===== src/rtl/status_event_pkg.sv =====
// status event reporter package: event codes, field widths, slot masks
// assumes both ends of the report link import it
package status_event_pkg;
    // ************************************************************
    // widths
    // ************************************************************
    localparam int EVT_W = 8;    // event type field width
    localparam int CHAN_W = 8;   // channel identifier width
    localparam int SVC_W = 20;   // downstream service identifier width
    localparam int PROF_W = 8;   // profile identifier width
    localparam int XACT_W = 8;   // transaction identifier width
    // ************************************************************
    // event type codes
    // ************************************************************
    localparam logic [7:0] EVT_SEC_DESC_TIMEOUT = 8'h01;
    localparam logic [7:0] EVT_LOCK_FAIL = 8'h02;
    localparam logic [7:0] EVT_SEQ_RANGE = 8'h03;
    localparam logic [7:0] EVT_SEC_DESC_RECOVER = 8'h04;
    localparam logic [7:0] EVT_LOCK_RECOVER = 8'h05;
    localparam logic [7:0] EVT_MAINT_TIMEOUT = 8'h06;
    localparam logic [7:0] EVT_RANGING_RETRIES = 8'h07;
    localparam logic [7:0] EVT_RANGING_OK = 8'h08;
    localparam logic [7:0] EVT_OFDM_PROF_FAIL = 8'h10;
    localparam logic [7:0] EVT_PRIMARY_CHANGE = 8'h11;
    localparam logic [7:0] EVT_PROF_DESC_MISMATCH = 8'h12;
    localparam logic [7:0] EVT_CW_PTR_FAIL = 8'h14;
    localparam logic [7:0] EVT_PHY_LINK_FAIL = 8'h15;
    localparam logic [7:0] EVT_CW_PTR_RECOVER = 8'h16;
    localparam logic [7:0] EVT_PHY_LINK_RECOVER = 8'h17;
    localparam logic [7:0] EVT_OFDM_PROF_RECOVER = 8'h18;
    localparam logic [7:0] EVT_OFDMA_PROF_FAIL = 8'h19;
    localparam logic [7:0] EVT_MAP_OVERFLOW = 8'h1A;
    localparam logic [7:0] EVT_MAP_ALMOST_FULL = 8'h1B;
    localparam logic [7:0] EVT_FIRST_RESERVED = 8'h1C;
    // ************************************************************
    // parameter slot mask bits
    // ************************************************************
    localparam int SLOT_DS_CHAN = 0;  // downstream channel id present
    localparam int SLOT_US_CHAN = 1;  // upstream channel id present
    localparam int SLOT_SVC = 2;      // service identifier present
    localparam int SLOT_PROF = 3;     // profile id present
    localparam int SLOT_N = 4;
    // ************************************************************
    // timing
    // ************************************************************
    localparam logic [15:0] ANSWER_WAIT = 16'h0400;  // cycles of silence before a resend
endpackage


===== src/rtl/status_link_if.sv =====
// report and acknowledge link between modem and head-end ends
// assumes one clock shared by both ends
`timescale 1ns/1ns
`default_nettype none
interface status_link_if
    import status_event_pkg::*;
    ();
    logic rptValid;                 // report strobe, held until rptReady
    logic rptReady;                 // head-end takes report
    logic [EVT_W-1:0] rptEvent;     // event type
    logic [XACT_W-1:0] rptXact;     // transaction id
    logic [SLOT_N-1:0] rptSlots;    // which parameter slots are present
    logic [CHAN_W-1:0] rptDsChan;   // downstream channel id
    logic [CHAN_W-1:0] rptUsChan;   // upstream channel id
    logic [SVC_W-1:0] rptSvc;       // downstream_service_identifier
    logic [PROF_W-1:0] rptProf;     // profile id
    logic ackValid;                 // one-cycle acknowledge pulse
    logic [EVT_W-1:0] ackEvent;
    logic [XACT_W-1:0] ackXact;
    logic descValid;                // one-cycle new descriptor pulse
    logic [EVT_W-1:0] descEvent;    // event whose controls change
    modport modem (output rptValid, rptEvent, rptXact, rptSlots, rptDsChan, rptUsChan,
        rptSvc, rptProf, input rptReady, ackValid, ackEvent, ackXact, descValid, descEvent);
    modport headend (input rptValid, rptEvent, rptXact, rptSlots, rptDsChan, rptUsChan,
        rptSvc, rptProf, output rptReady, ackValid, ackEvent, ackXact, descValid, descEvent);
endinterface
`default_nettype wire


===== src/rtl/modem_status_event_reporter.sv =====
// modem end: turns raised status events into reports with the right slots
// assumes head-end end on the same clock; event inputs are same-domain logic
`timescale 1ns/1ns
`default_nettype none
// Functional notes
// - almost-full map event 27, upstream channel only
// - codes 28 to 255 never reported
// - types 1 and 4 carry channel id
// - types 2 and 5 carry channel id
// - type 3 carries service identifier only
// - types 6, 7, 8 carry channel id
// - type 16 carries channel and profile
// - type 17 carries new primary channel
// - type 18 carries channel and profile
// - types 20 and 22 carry channel id
// - types 21 and 23 carry channel id
// - type 24 carries channel and profile
// - type 25 carries upstream channel and profile
// - types 26 and 27 carry channel id
// - no acknowledge unless capability advertised
// - repeat report gets acknowledge again
// - head-end acks, sends descriptor, or stays silent
// - map overflow raises event 26
module modem_status_event_reporter
    import status_event_pkg::*;
    #(
    parameter int MAX_REPORTS = 3   // reports sent before giving up on ack
    ) (
    input wire logic ref_clk,
    input wire logic nrst,
    input wire logic clkEn,
    status_link_if.modem link,
    input wire logic evtValid,                  // raise an event, one cycle
    input wire logic [EVT_W-1:0] evtType,
    input wire logic [CHAN_W-1:0] evtChan,      // channel of trigger
    input wire logic [SVC_W-1:0] evtSvc,        // downstream_service_identifier
    input wire logic [PROF_W-1:0] evtProf,      // profile of trigger
    input wire logic mapOverflow,               // map info elements exceed storage
    input wire logic mapAlmostFull,             // map storage nearing capacity
    input wire logic [CHAN_W-1:0] mapChan,      // upstream channel of map trigger
    output logic evtTaken,                      // event accepted
    output logic evtDropped,                    // reserved or busy, pulse
    output logic [1:0] doneCode                 // last outcome: 1 ack, 2 desc, 3 gave up
    );
    // ************************************************************
    // types and state
    // ************************************************************
    typedef enum logic [1:0] {
        IDLE = 2'b00,   // nothing pending
        SEND = 2'b01,   // report on the link
        WAIT = 2'b10    // waiting for head-end answer
    } state_t;
    state_t state_q, state_d;
    logic [EVT_W-1:0] evt_q, evt_d;
    logic [XACT_W-1:0] xact_q, xact_d;
    logic [SLOT_N-1:0] slots_q, slots_d;
    logic [CHAN_W-1:0] dsChan_q, dsChan_d, usChan_q, usChan_d;
    logic [SVC_W-1:0] svc_q, svc_d;
    logic [PROF_W-1:0] prof_q, prof_d;
    logic [7:0] tries_q, tries_d;       // reports sent for current event
    logic [15:0] wait_q, wait_d;        // cycles waited for an answer
    logic [1:0] done_q, done_d;
    logic mapOvPrev_q, mapAfPrev_q;     // edge detect on map levels
    logic ovEdge, afEdge;
    logic [EVT_W-1:0] selType;
    logic [CHAN_W-1:0] selChan;
    logic selValid;
    logic [SLOT_N-1:0] selSlots;

    // map storage events are raised on the rising edge of their level
    assign ovEdge = mapOverflow & ~mapOvPrev_q;
    assign afEdge = mapAlmostFull & ~mapAfPrev_q;

    // ************************************************************
    // slot selection per event type
    // ************************************************************
    // map events take priority over the generic input; a generic event lost
    // in the same cycle is reported as dropped
    always_comb begin
        selType = evtType;
        selChan = evtChan;
        selValid = evtValid;
        if (ovEdge) begin
            selType = EVT_MAP_OVERFLOW;
            selChan = mapChan;
            selValid = 1'b1;
        end else if (afEdge) begin
            selType = EVT_MAP_ALMOST_FULL;
            selChan = mapChan;
            selValid = 1'b1;
        end
        selSlots = '0;
        unique case (selType)
            EVT_SEC_DESC_TIMEOUT, EVT_SEC_DESC_RECOVER: begin
                selSlots[SLOT_DS_CHAN] = 1'b1;
            end
            EVT_LOCK_FAIL, EVT_LOCK_RECOVER: begin
                selSlots[SLOT_DS_CHAN] = 1'b1;
            end
            EVT_SEQ_RANGE: begin
                selSlots[SLOT_SVC] = 1'b1;
            end
            EVT_MAINT_TIMEOUT, EVT_RANGING_RETRIES, EVT_RANGING_OK: begin
                selSlots[SLOT_US_CHAN] = 1'b1;
            end
            EVT_OFDM_PROF_FAIL: begin
                selSlots[SLOT_DS_CHAN] = 1'b1;
                selSlots[SLOT_PROF] = 1'b1;
            end
            EVT_PRIMARY_CHANGE: begin
                selSlots[SLOT_DS_CHAN] = 1'b1;
            end
            EVT_PROF_DESC_MISMATCH: begin
                selSlots[SLOT_DS_CHAN] = 1'b1;
                selSlots[SLOT_PROF] = 1'b1;
            end
            EVT_CW_PTR_FAIL, EVT_CW_PTR_RECOVER: begin
                selSlots[SLOT_DS_CHAN] = 1'b1;
            end
            EVT_PHY_LINK_FAIL, EVT_PHY_LINK_RECOVER: begin
                selSlots[SLOT_DS_CHAN] = 1'b1;
            end
            EVT_OFDM_PROF_RECOVER: begin
                selSlots[SLOT_DS_CHAN] = 1'b1;
                selSlots[SLOT_PROF] = 1'b1;
            end
            EVT_OFDMA_PROF_FAIL: begin
                selSlots[SLOT_US_CHAN] = 1'b1;
                selSlots[SLOT_PROF] = 1'b1;
            end
            EVT_MAP_OVERFLOW, EVT_MAP_ALMOST_FULL: begin
                selSlots[SLOT_US_CHAN] = 1'b1;
            end
            default: begin
                selValid = 1'b0;
            end
        endcase
    end

    // ************************************************************
    // report sequencing
    // ************************************************************
    // only one event in flight; a new one while busy is dropped, the
    // trade for having no queue
    always_comb begin
        state_d = state_q;
        evt_d = evt_q;
        xact_d = xact_q;
        slots_d = slots_q;
        dsChan_d = dsChan_q;
        usChan_d = usChan_q;
        svc_d = svc_q;
        prof_d = prof_q;
        tries_d = tries_q;
        wait_d = wait_q;
        done_d = done_q;
        evtTaken = 1'b0;
        evtDropped = 1'b0;
        unique case (state_q)
            IDLE: begin
                // a frozen clock latches nothing, so the event counts as dropped
                if (selValid && clkEn) begin
                    evtTaken = 1'b1;
                    state_d = SEND;
                    evt_d = selType;
                    xact_d = xact_q + 8'h01;
                    slots_d = selSlots;
                    // unlisted slots are zeroed and flagged absent
                    dsChan_d = selSlots[SLOT_DS_CHAN] ? selChan : '0;
                    usChan_d = selSlots[SLOT_US_CHAN] ? selChan : '0;
                    svc_d = selSlots[SLOT_SVC] ? evtSvc : '0;
                    prof_d = selSlots[SLOT_PROF] ? evtProf : '0;
                    tries_d = 8'h00;
                end
                evtDropped = (evtValid & ~evtTaken) | (evtValid & (ovEdge | afEdge));
            end
            SEND: begin
                evtDropped = evtValid | ovEdge | afEdge;
                if (link.rptReady) begin
                    state_d = WAIT;
                    tries_d = tries_q + 8'h01;
                    wait_d = 16'h0000;
                end
            end
            WAIT: begin
                evtDropped = evtValid | ovEdge | afEdge;
                wait_d = wait_q + 16'h0001;
                if (link.ackValid && link.ackEvent == evt_q && link.ackXact == xact_q) begin
                    state_d = IDLE;
                    done_d = 2'h1;
                end else if (link.descValid && link.descEvent == evt_q) begin
                    state_d = IDLE;
                    done_d = 2'h2;
                end else if (wait_q == ANSWER_WAIT - 16'h0001) begin
                    // silence: resend same transaction up to the maximum
                    if (tries_q >= 8'(MAX_REPORTS)) begin
                        state_d = IDLE;
                        done_d = 2'h3;
                    end else begin
                        state_d = SEND;
                    end
                end
            end
            default: begin
                state_d = IDLE;
            end
        endcase
    end

    // registers only
    always_ff @(posedge ref_clk) begin
        if (!nrst) begin
            state_q <= IDLE;
            evt_q <= '0;
            xact_q <= '0;
            slots_q <= '0;
            dsChan_q <= '0;
            usChan_q <= '0;
            svc_q <= '0;
            prof_q <= '0;
            tries_q <= '0;
            wait_q <= '0;
            done_q <= '0;
            mapOvPrev_q <= 1'b0;
            mapAfPrev_q <= 1'b0;
        end else if (clkEn) begin
            state_q <= state_d;
            evt_q <= evt_d;
            xact_q <= xact_d;
            slots_q <= slots_d;
            dsChan_q <= dsChan_d;
            usChan_q <= usChan_d;
            svc_q <= svc_d;
            prof_q <= prof_d;
            tries_q <= tries_d;
            wait_q <= wait_d;
            done_q <= done_d;
            mapOvPrev_q <= mapOverflow;
            mapAfPrev_q <= mapAlmostFull;
        end
    end

    // link outputs straight from registers
    assign link.rptValid = (state_q == SEND);
    assign link.rptEvent = evt_q;
    assign link.rptXact = xact_q;
    assign link.rptSlots = slots_q;
    assign link.rptDsChan = dsChan_q;
    assign link.rptUsChan = usChan_q;
    assign link.rptSvc = svc_q;
    assign link.rptProf = prof_q;
    assign doneCode = done_q;
endmodule
`default_nettype wire


===== src/flat_wrapper.sv =====
// flat-port wrapper written by rule: the top's interface ports become plain ports
module modem_status_event_reporter_flat import status_event_pkg::*;
#(
    parameter int MAX_REPORTS = 3                                          
    )
  (ref_clk, nrst, clkEn, evtValid, evtType, evtChan, evtSvc, evtProf, mapOverflow, mapAlmostFull, mapChan, evtTaken, evtDropped, doneCode, link_rptValid, link_rptEvent, link_rptXact, link_rptSlots, link_rptDsChan, link_rptUsChan, link_rptSvc, link_rptProf, link_rptReady, link_ackValid, link_ackEvent, link_ackXact, link_descValid, link_descEvent);
  status_link_if link_i ();
  input wire logic ref_clk;
  input wire logic nrst;
  input wire logic clkEn;
  input wire logic evtValid;
  input wire logic [EVT_W-1:0] evtType;
  input wire logic [CHAN_W-1:0] evtChan;
  input wire logic [SVC_W-1:0] evtSvc;
  input wire logic [PROF_W-1:0] evtProf;
  input wire logic mapOverflow;
  input wire logic mapAlmostFull;
  input wire logic [CHAN_W-1:0] mapChan;
  output logic evtTaken;
  output logic evtDropped;
  output logic [1:0] doneCode;
  output wire logic [$bits(link_i.rptValid)-1:0] link_rptValid;
  output wire logic [$bits(link_i.rptEvent)-1:0] link_rptEvent;
  output wire logic [$bits(link_i.rptXact)-1:0] link_rptXact;
  output wire logic [$bits(link_i.rptSlots)-1:0] link_rptSlots;
  output wire logic [$bits(link_i.rptDsChan)-1:0] link_rptDsChan;
  output wire logic [$bits(link_i.rptUsChan)-1:0] link_rptUsChan;
  output wire logic [$bits(link_i.rptSvc)-1:0] link_rptSvc;
  output wire logic [$bits(link_i.rptProf)-1:0] link_rptProf;
  input wire logic [$bits(link_i.rptReady)-1:0] link_rptReady;
  input wire logic [$bits(link_i.ackValid)-1:0] link_ackValid;
  input wire logic [$bits(link_i.ackEvent)-1:0] link_ackEvent;
  input wire logic [$bits(link_i.ackXact)-1:0] link_ackXact;
  input wire logic [$bits(link_i.descValid)-1:0] link_descValid;
  input wire logic [$bits(link_i.descEvent)-1:0] link_descEvent;
  assign link_rptValid = link_i.rptValid;
  assign link_rptEvent = link_i.rptEvent;
  assign link_rptXact = link_i.rptXact;
  assign link_rptSlots = link_i.rptSlots;
  assign link_rptDsChan = link_i.rptDsChan;
  assign link_rptUsChan = link_i.rptUsChan;
  assign link_rptSvc = link_i.rptSvc;
  assign link_rptProf = link_i.rptProf;
  assign link_i.rptReady = link_rptReady;
  assign link_i.ackValid = link_ackValid;
  assign link_i.ackEvent = link_ackEvent;
  assign link_i.ackXact = link_ackXact;
  assign link_i.descValid = link_descValid;
  assign link_i.descEvent = link_descEvent;
  modem_status_event_reporter #(.MAX_REPORTS(MAX_REPORTS)) u_core (.ref_clk(ref_clk), .nrst(nrst), .clkEn(clkEn), .link(link_i), .evtValid(evtValid), .evtType(evtType), .evtChan(evtChan), .evtSvc(evtSvc), .evtProf(evtProf), .mapOverflow(mapOverflow), .mapAlmostFull(mapAlmostFull), .mapChan(mapChan), .evtTaken(evtTaken), .evtDropped(evtDropped), .doneCode(doneCode));
endmodule

===== config.mk =====
export PLATFORM = sky130hd
export DESIGN_NAME = modem_status_event_reporter_flat
export DESIGN_NICKNAME = d
export VERILOG_FILES = /design/src/rtl/status_event_pkg.sv /design/src/rtl/status_link_if.sv /design/src/rtl/modem_status_event_reporter.sv /design/src/flat_wrapper.sv
export SDC_FILE = /design/constraint.sdc
export NUM_CORES = 1
export LEC_CHECK = 0
export BUFFER_PORTS_ARGS = -buffer_cell sky130_fd_sc_hd__buf_2
export CORE_AREA = 4 4 134 136
export DETAILED_ROUTE_END_ITERATION = 12
export DIE_AREA = 0 0 138 140
export GPL_ROUTABILITY_DRIVEN = 0
export SETUP_SLACK_MARGIN = 0.02
export SYNTH_ARGS = -nofsm -noshare
export SYNTH_HDL_FRONTEND = slang
export SYNTH_SLANG_ARGS = --single-unit

===== constraint.sdc =====
create_clock -name ref_clk -period 4.8 [get_ports ref_clk]
set_clock_uncertainty 0.15 [all_clocks]
set_input_delay 0.24 -clock ref_clk [delete_from_list [all_inputs] [get_ports ref_clk]]
set_output_delay 0.24 -clock ref_clk [all_outputs]
set_load 0.01 [all_outputs]

==> results.txt <==
By area the synthesized netlist is led by dfxtp_1 (40%), nand2_1 (7.0%), nand3_1 (5.3%). For this design, the sink count on the clock tree is 94. The tools report the starting density of the core as 27.5%. The mean post-synth cell area is 8.42 um2.

The detailed router finished its first iteration with 293 violations. The gate family responsible for the most delay along the worst path was simple AND/OR/NAND/NOR gates. The layout net count is 805. The part of the power in the clock network came out at 38.9%. The first global-routing pass estimated 22.3 mm of wire. The relative area change from synthesis to final layout works out to 30.7%.

The cell with the most instances after synthesis is dfxtp_1. Combined area of all synthesized cells: 4660 um2. In this run, synthesis produced a sequential element count of 94. The critical path's slowest cell was o21ai_1. For the pin count of the biggest net entering global routing, the log shows 53. The tools report the pre-CTS setup slack as 1.31 ns.

Measured against its own limit, the worst slew margin works out to 25.5%. VDD sags by at most 0.176 mV. At the worst endpoint, the required time is 4.41 ns.

Summed over all instances, the cell type with the most area after synthesis is dfxtp_1. Power spread over the standard cell area amounts to 286 nW/um2. Fill cells in the final layout number 1,763. The total wirelength of the detailed-routed design is 13.9 mm, and the horizontal die dimension is 138 um. The run finished with clean final reports.

Buffers inserted during clock tree synthesis total 9. Utilization after layout: 35.9%. The dominant register cell in the synthesized netlist was dfxtp_1. Data arrives at the worst endpoint at 3.00 ns. The critical path goes through nand2b_2 > nand2_1 > o21ai_1 > nor2_1 > nand2_1 > inv_2 > buf_2. Input and output buffers added on the ports amount to 153. The number of antenna violations at the first check in global routing is 0. Layer with the highest usage after global routing: met2. The number of standard cells after synthesis was 553. The H-tree generated during clock tree synthesis spans 3 levels. Setup repair after global routing left no endpoint under its margin.

The run gives 60 as the number of different library cells in the post-synthesis netlist. In this run the worst hold path is classified as in2reg. The longest clock path from root to sink contains 2 buffers.

The number of hold-slack violations in the final timing report came out at 0. For this run, the top clock speed supported by timing is 295 MHz. The worst setup path is launched from a flop. The tools report the master cell of the clock root buffer as clkbuf_16.

The count of flip-flops with a built-in enable after synthesis is 0, and the count of instances resized after the clock tree is built is 0. For the pin with the worst max-slew slack, the measured transition is 1.11 ns. The most numerous cell type found on the critical path is nand2_1.

The post-route netlist has 26.0% of its cells at a drive strength greater than 1. The net switching power is 486 uW, and the number of top-level pins is 154. In the routed layout, each cell is associated on average with a via count of 4.69. Setup slack on the critical path of the routed design comes to 1.41 ns.

Via count of the first global-routing pass: 4,310. Ratio of final minimum period to clock period: 70.5%. After synthesis, the most frequently instantiated cells are dfxtp_1 (94), nand2_1 (87), nand3_1 (49), o21ai_0 (41), xor2_1 (28).

Cell internal power was estimated by the tool at 1250 uW. In this run the register-to-register setup slack is 1.45 ns. Across the whole layout, storage elements account for 1880 um2.

Global routing consumed, on the met2 layer, 23.2% of the routing resources. The Yosys step of the flow raised 0 warnings. When the netlist entered floorplanning its net count stood at 645. The highest net fanout along the worst path works out to 35. After synthesis, flip-flops and latches occupy 40.4% of the total area. The met3 demand-to-capacity share in global routing came out at 3.21%.

The floorplan has 48 rows. In this run the vertical extent of the chip is 140 um. The total global routing track utilization is 14.0%, and the post-layout minimum cycle time is 3.39 ns.

Once detail routing completed, the nets flagged for antenna violations numbered 0. TritonCTS built the clock tree. The critical path contains buffers and inverters numbering 2 combined. The repair_antennas step left the layout with diodes totalling 0. The tools report the first-pass iteration count of the detailed router as 4. After global routing the overflow that remains totals 0.

Setup violations remaining at the end of the flow were counted as 0. For the accumulated negative setup slack, the log shows 0 ns. STA classifies the critical path endpoint as an output pin. For this run, the slowest stage of the critical path takes 0.68 ns. In the final layout, the multi-input gates occupy 2540 um2.

In the global route stage, met1 resource usage came out at 17.9%. Overall power consumption after layout is estimated at 1740 uW. The run gives 19,300 um2 as the full die area. The setup path with the least slack is of type reg2out. Detailed placement ended at an HPWL of 9.88 mm. Of the total power, the share spent switching nets is 27.9%.

The number of violations of the max-capacitance limit was 0; the core region area was 16,900 um2. For this design the static power due to leakage is 0.00269 uW. The share of synthesized registers carrying an async set or reset came out at 0%. Sequential cells account for 46.5% of the total power.

In this run the cell area measured after placement is 5530 um2. The later pin in the worst-skew pair is clocked with a latency of 0.35 ns. For this run, design rule violations remaining after detail routing come to 0. Across all layers, the routed design uses 4,423 vias. Clock-pin slew was measured on the worst setup and hold paths at 0.07 ns. The run gives 14.6% as the portion of total power attributed to combinational logic. The number of slew-limit violations in the final report came out at 0.

The routed wire length per instance was 14.7 um; the area share of the leading cell type in the synthesized netlist was 40.4%. Once layout is done, the placed cells without fillers occupy 6090 um2.
-- cell families after synthesis --
| family | Yosys count | synth area share (%) |
|---|---|---|
| flops | 94 | 40.4 |
| fa+ha+maj | 7 | 1.88 |
| simple gates | 245 | 26.5 |
| xor+xnor | 44 | 8.27 |
| compound gates | 110 | 16.2 |
| buf+inv | 46 | 5.24 |
| mux | 7 | 1.53 |
-- layer usage --
layer  wire length (um)  part of all wire [%]
met5                  0                     0
met1               6210                    45
met4                350                   2.5
met2               6570                    47
met3                754                   5.4
-- layout by cell type (no fill, tap or decap), types with 10 or more instances in the layout --
master,Yosys,routed
xnor2_1,16,16
nand2_1,87,87
and3_1,10,10
xor2_1,28,28
a21boi_0,10,10
buf_2,2,153
a32o_1,13,13
nand3_1,49,49
o21ai_0,41,40
nor2_1,23,23
and2_1,12,12
o21ai_1,12,13
dlygate4sd3_1,0,28
dfxtp_1,94,94
nor3_1,13,12
-- worst reg2reg max path, delay by kind of cell (launching register included) --
family          cells  cell delay, ns
compound gates      1            0.68
xor+xnor            1            0.18
buf+inv             2            0.67
flops               1            0.34
simple gates        5            1.21
-- area by class of cell --
| type | instances | share of cell area, % |
|---|---|---|
| multi-input combinational | 413 | 41.7 |
| sequential | 94 | 30.9 |
| timing repair buffer | 185 | 17.7 |
| tap | 225 | 4.62 |
| clock buffer | 10 | 3.76 |
| clock inverter | 6 | 0.719 |
| inverter | 10 | 0.617 |
-- power by group through the flow --
| stage | Sequential (uW) | Clock, uW | Combinational, uW |
|---|---|---|---|
| after floorplan | 827 | 0 | 159 |
| final | 809 | 676 | 254 |
| after detailed placement | 827 | 0 | 238 |
| after global placement | 827 | 0 | 237 |
| after CTS | 809 | 700 | 256 |
| after global routing | 811 | 730 | 282 |
-- registers in the layout, indices dropped and copies added (netlist names), 4 cells and up --
name                   count
u_core.link.rptSlots       4
u_core.link.rptEvent       8
u_core.link.rptUsChan      8
u_core.link.rptXact        8
u_core.wait_q             16
u_core.link.rptSvc        20
u_core.link.rptProf        8
u_core.link.rptDsChan      8
u_core.tries_q             8
-- what timing repair did --
action	4_1_cts	5_1_grt
hold buffers	28	0
buffers inserted	0	0
hold endpoints to repair	28	0
-- worst paths after layout --
path	from	endpoint	cells past startpoint
worst min register to register	u_core.link.rptDsChan[0]$_SDFFE_PN0P_	u_core.link.rptDsChan[0]$_SDFFE_PN0P_	2
worst max-delay path	u_core.mapOvPrev_q$_SDFFE_PN0P_	evtTaken	7
worst min-delay path	mapAlmostFull	u_core.mapAfPrev_q$_SDFFE_PN0P_	3
worst max register to register	u_core.mapOvPrev_q$_SDFFE_PN0P_	u_core.link.rptXact[0]$_SDFFE_PN0P_	9
-- metrics by stage --
step / hold slack (ns) / std cells
final: 0.0507 / 943
after global routing: 0.0831 / 943
after CTS: 0.0414 / 943
after detailed placement: 0.287 / 899
after global placement: 0.284 / 899
after floorplan: 0.220 / 553
Power figures use the tool's default switching activity.
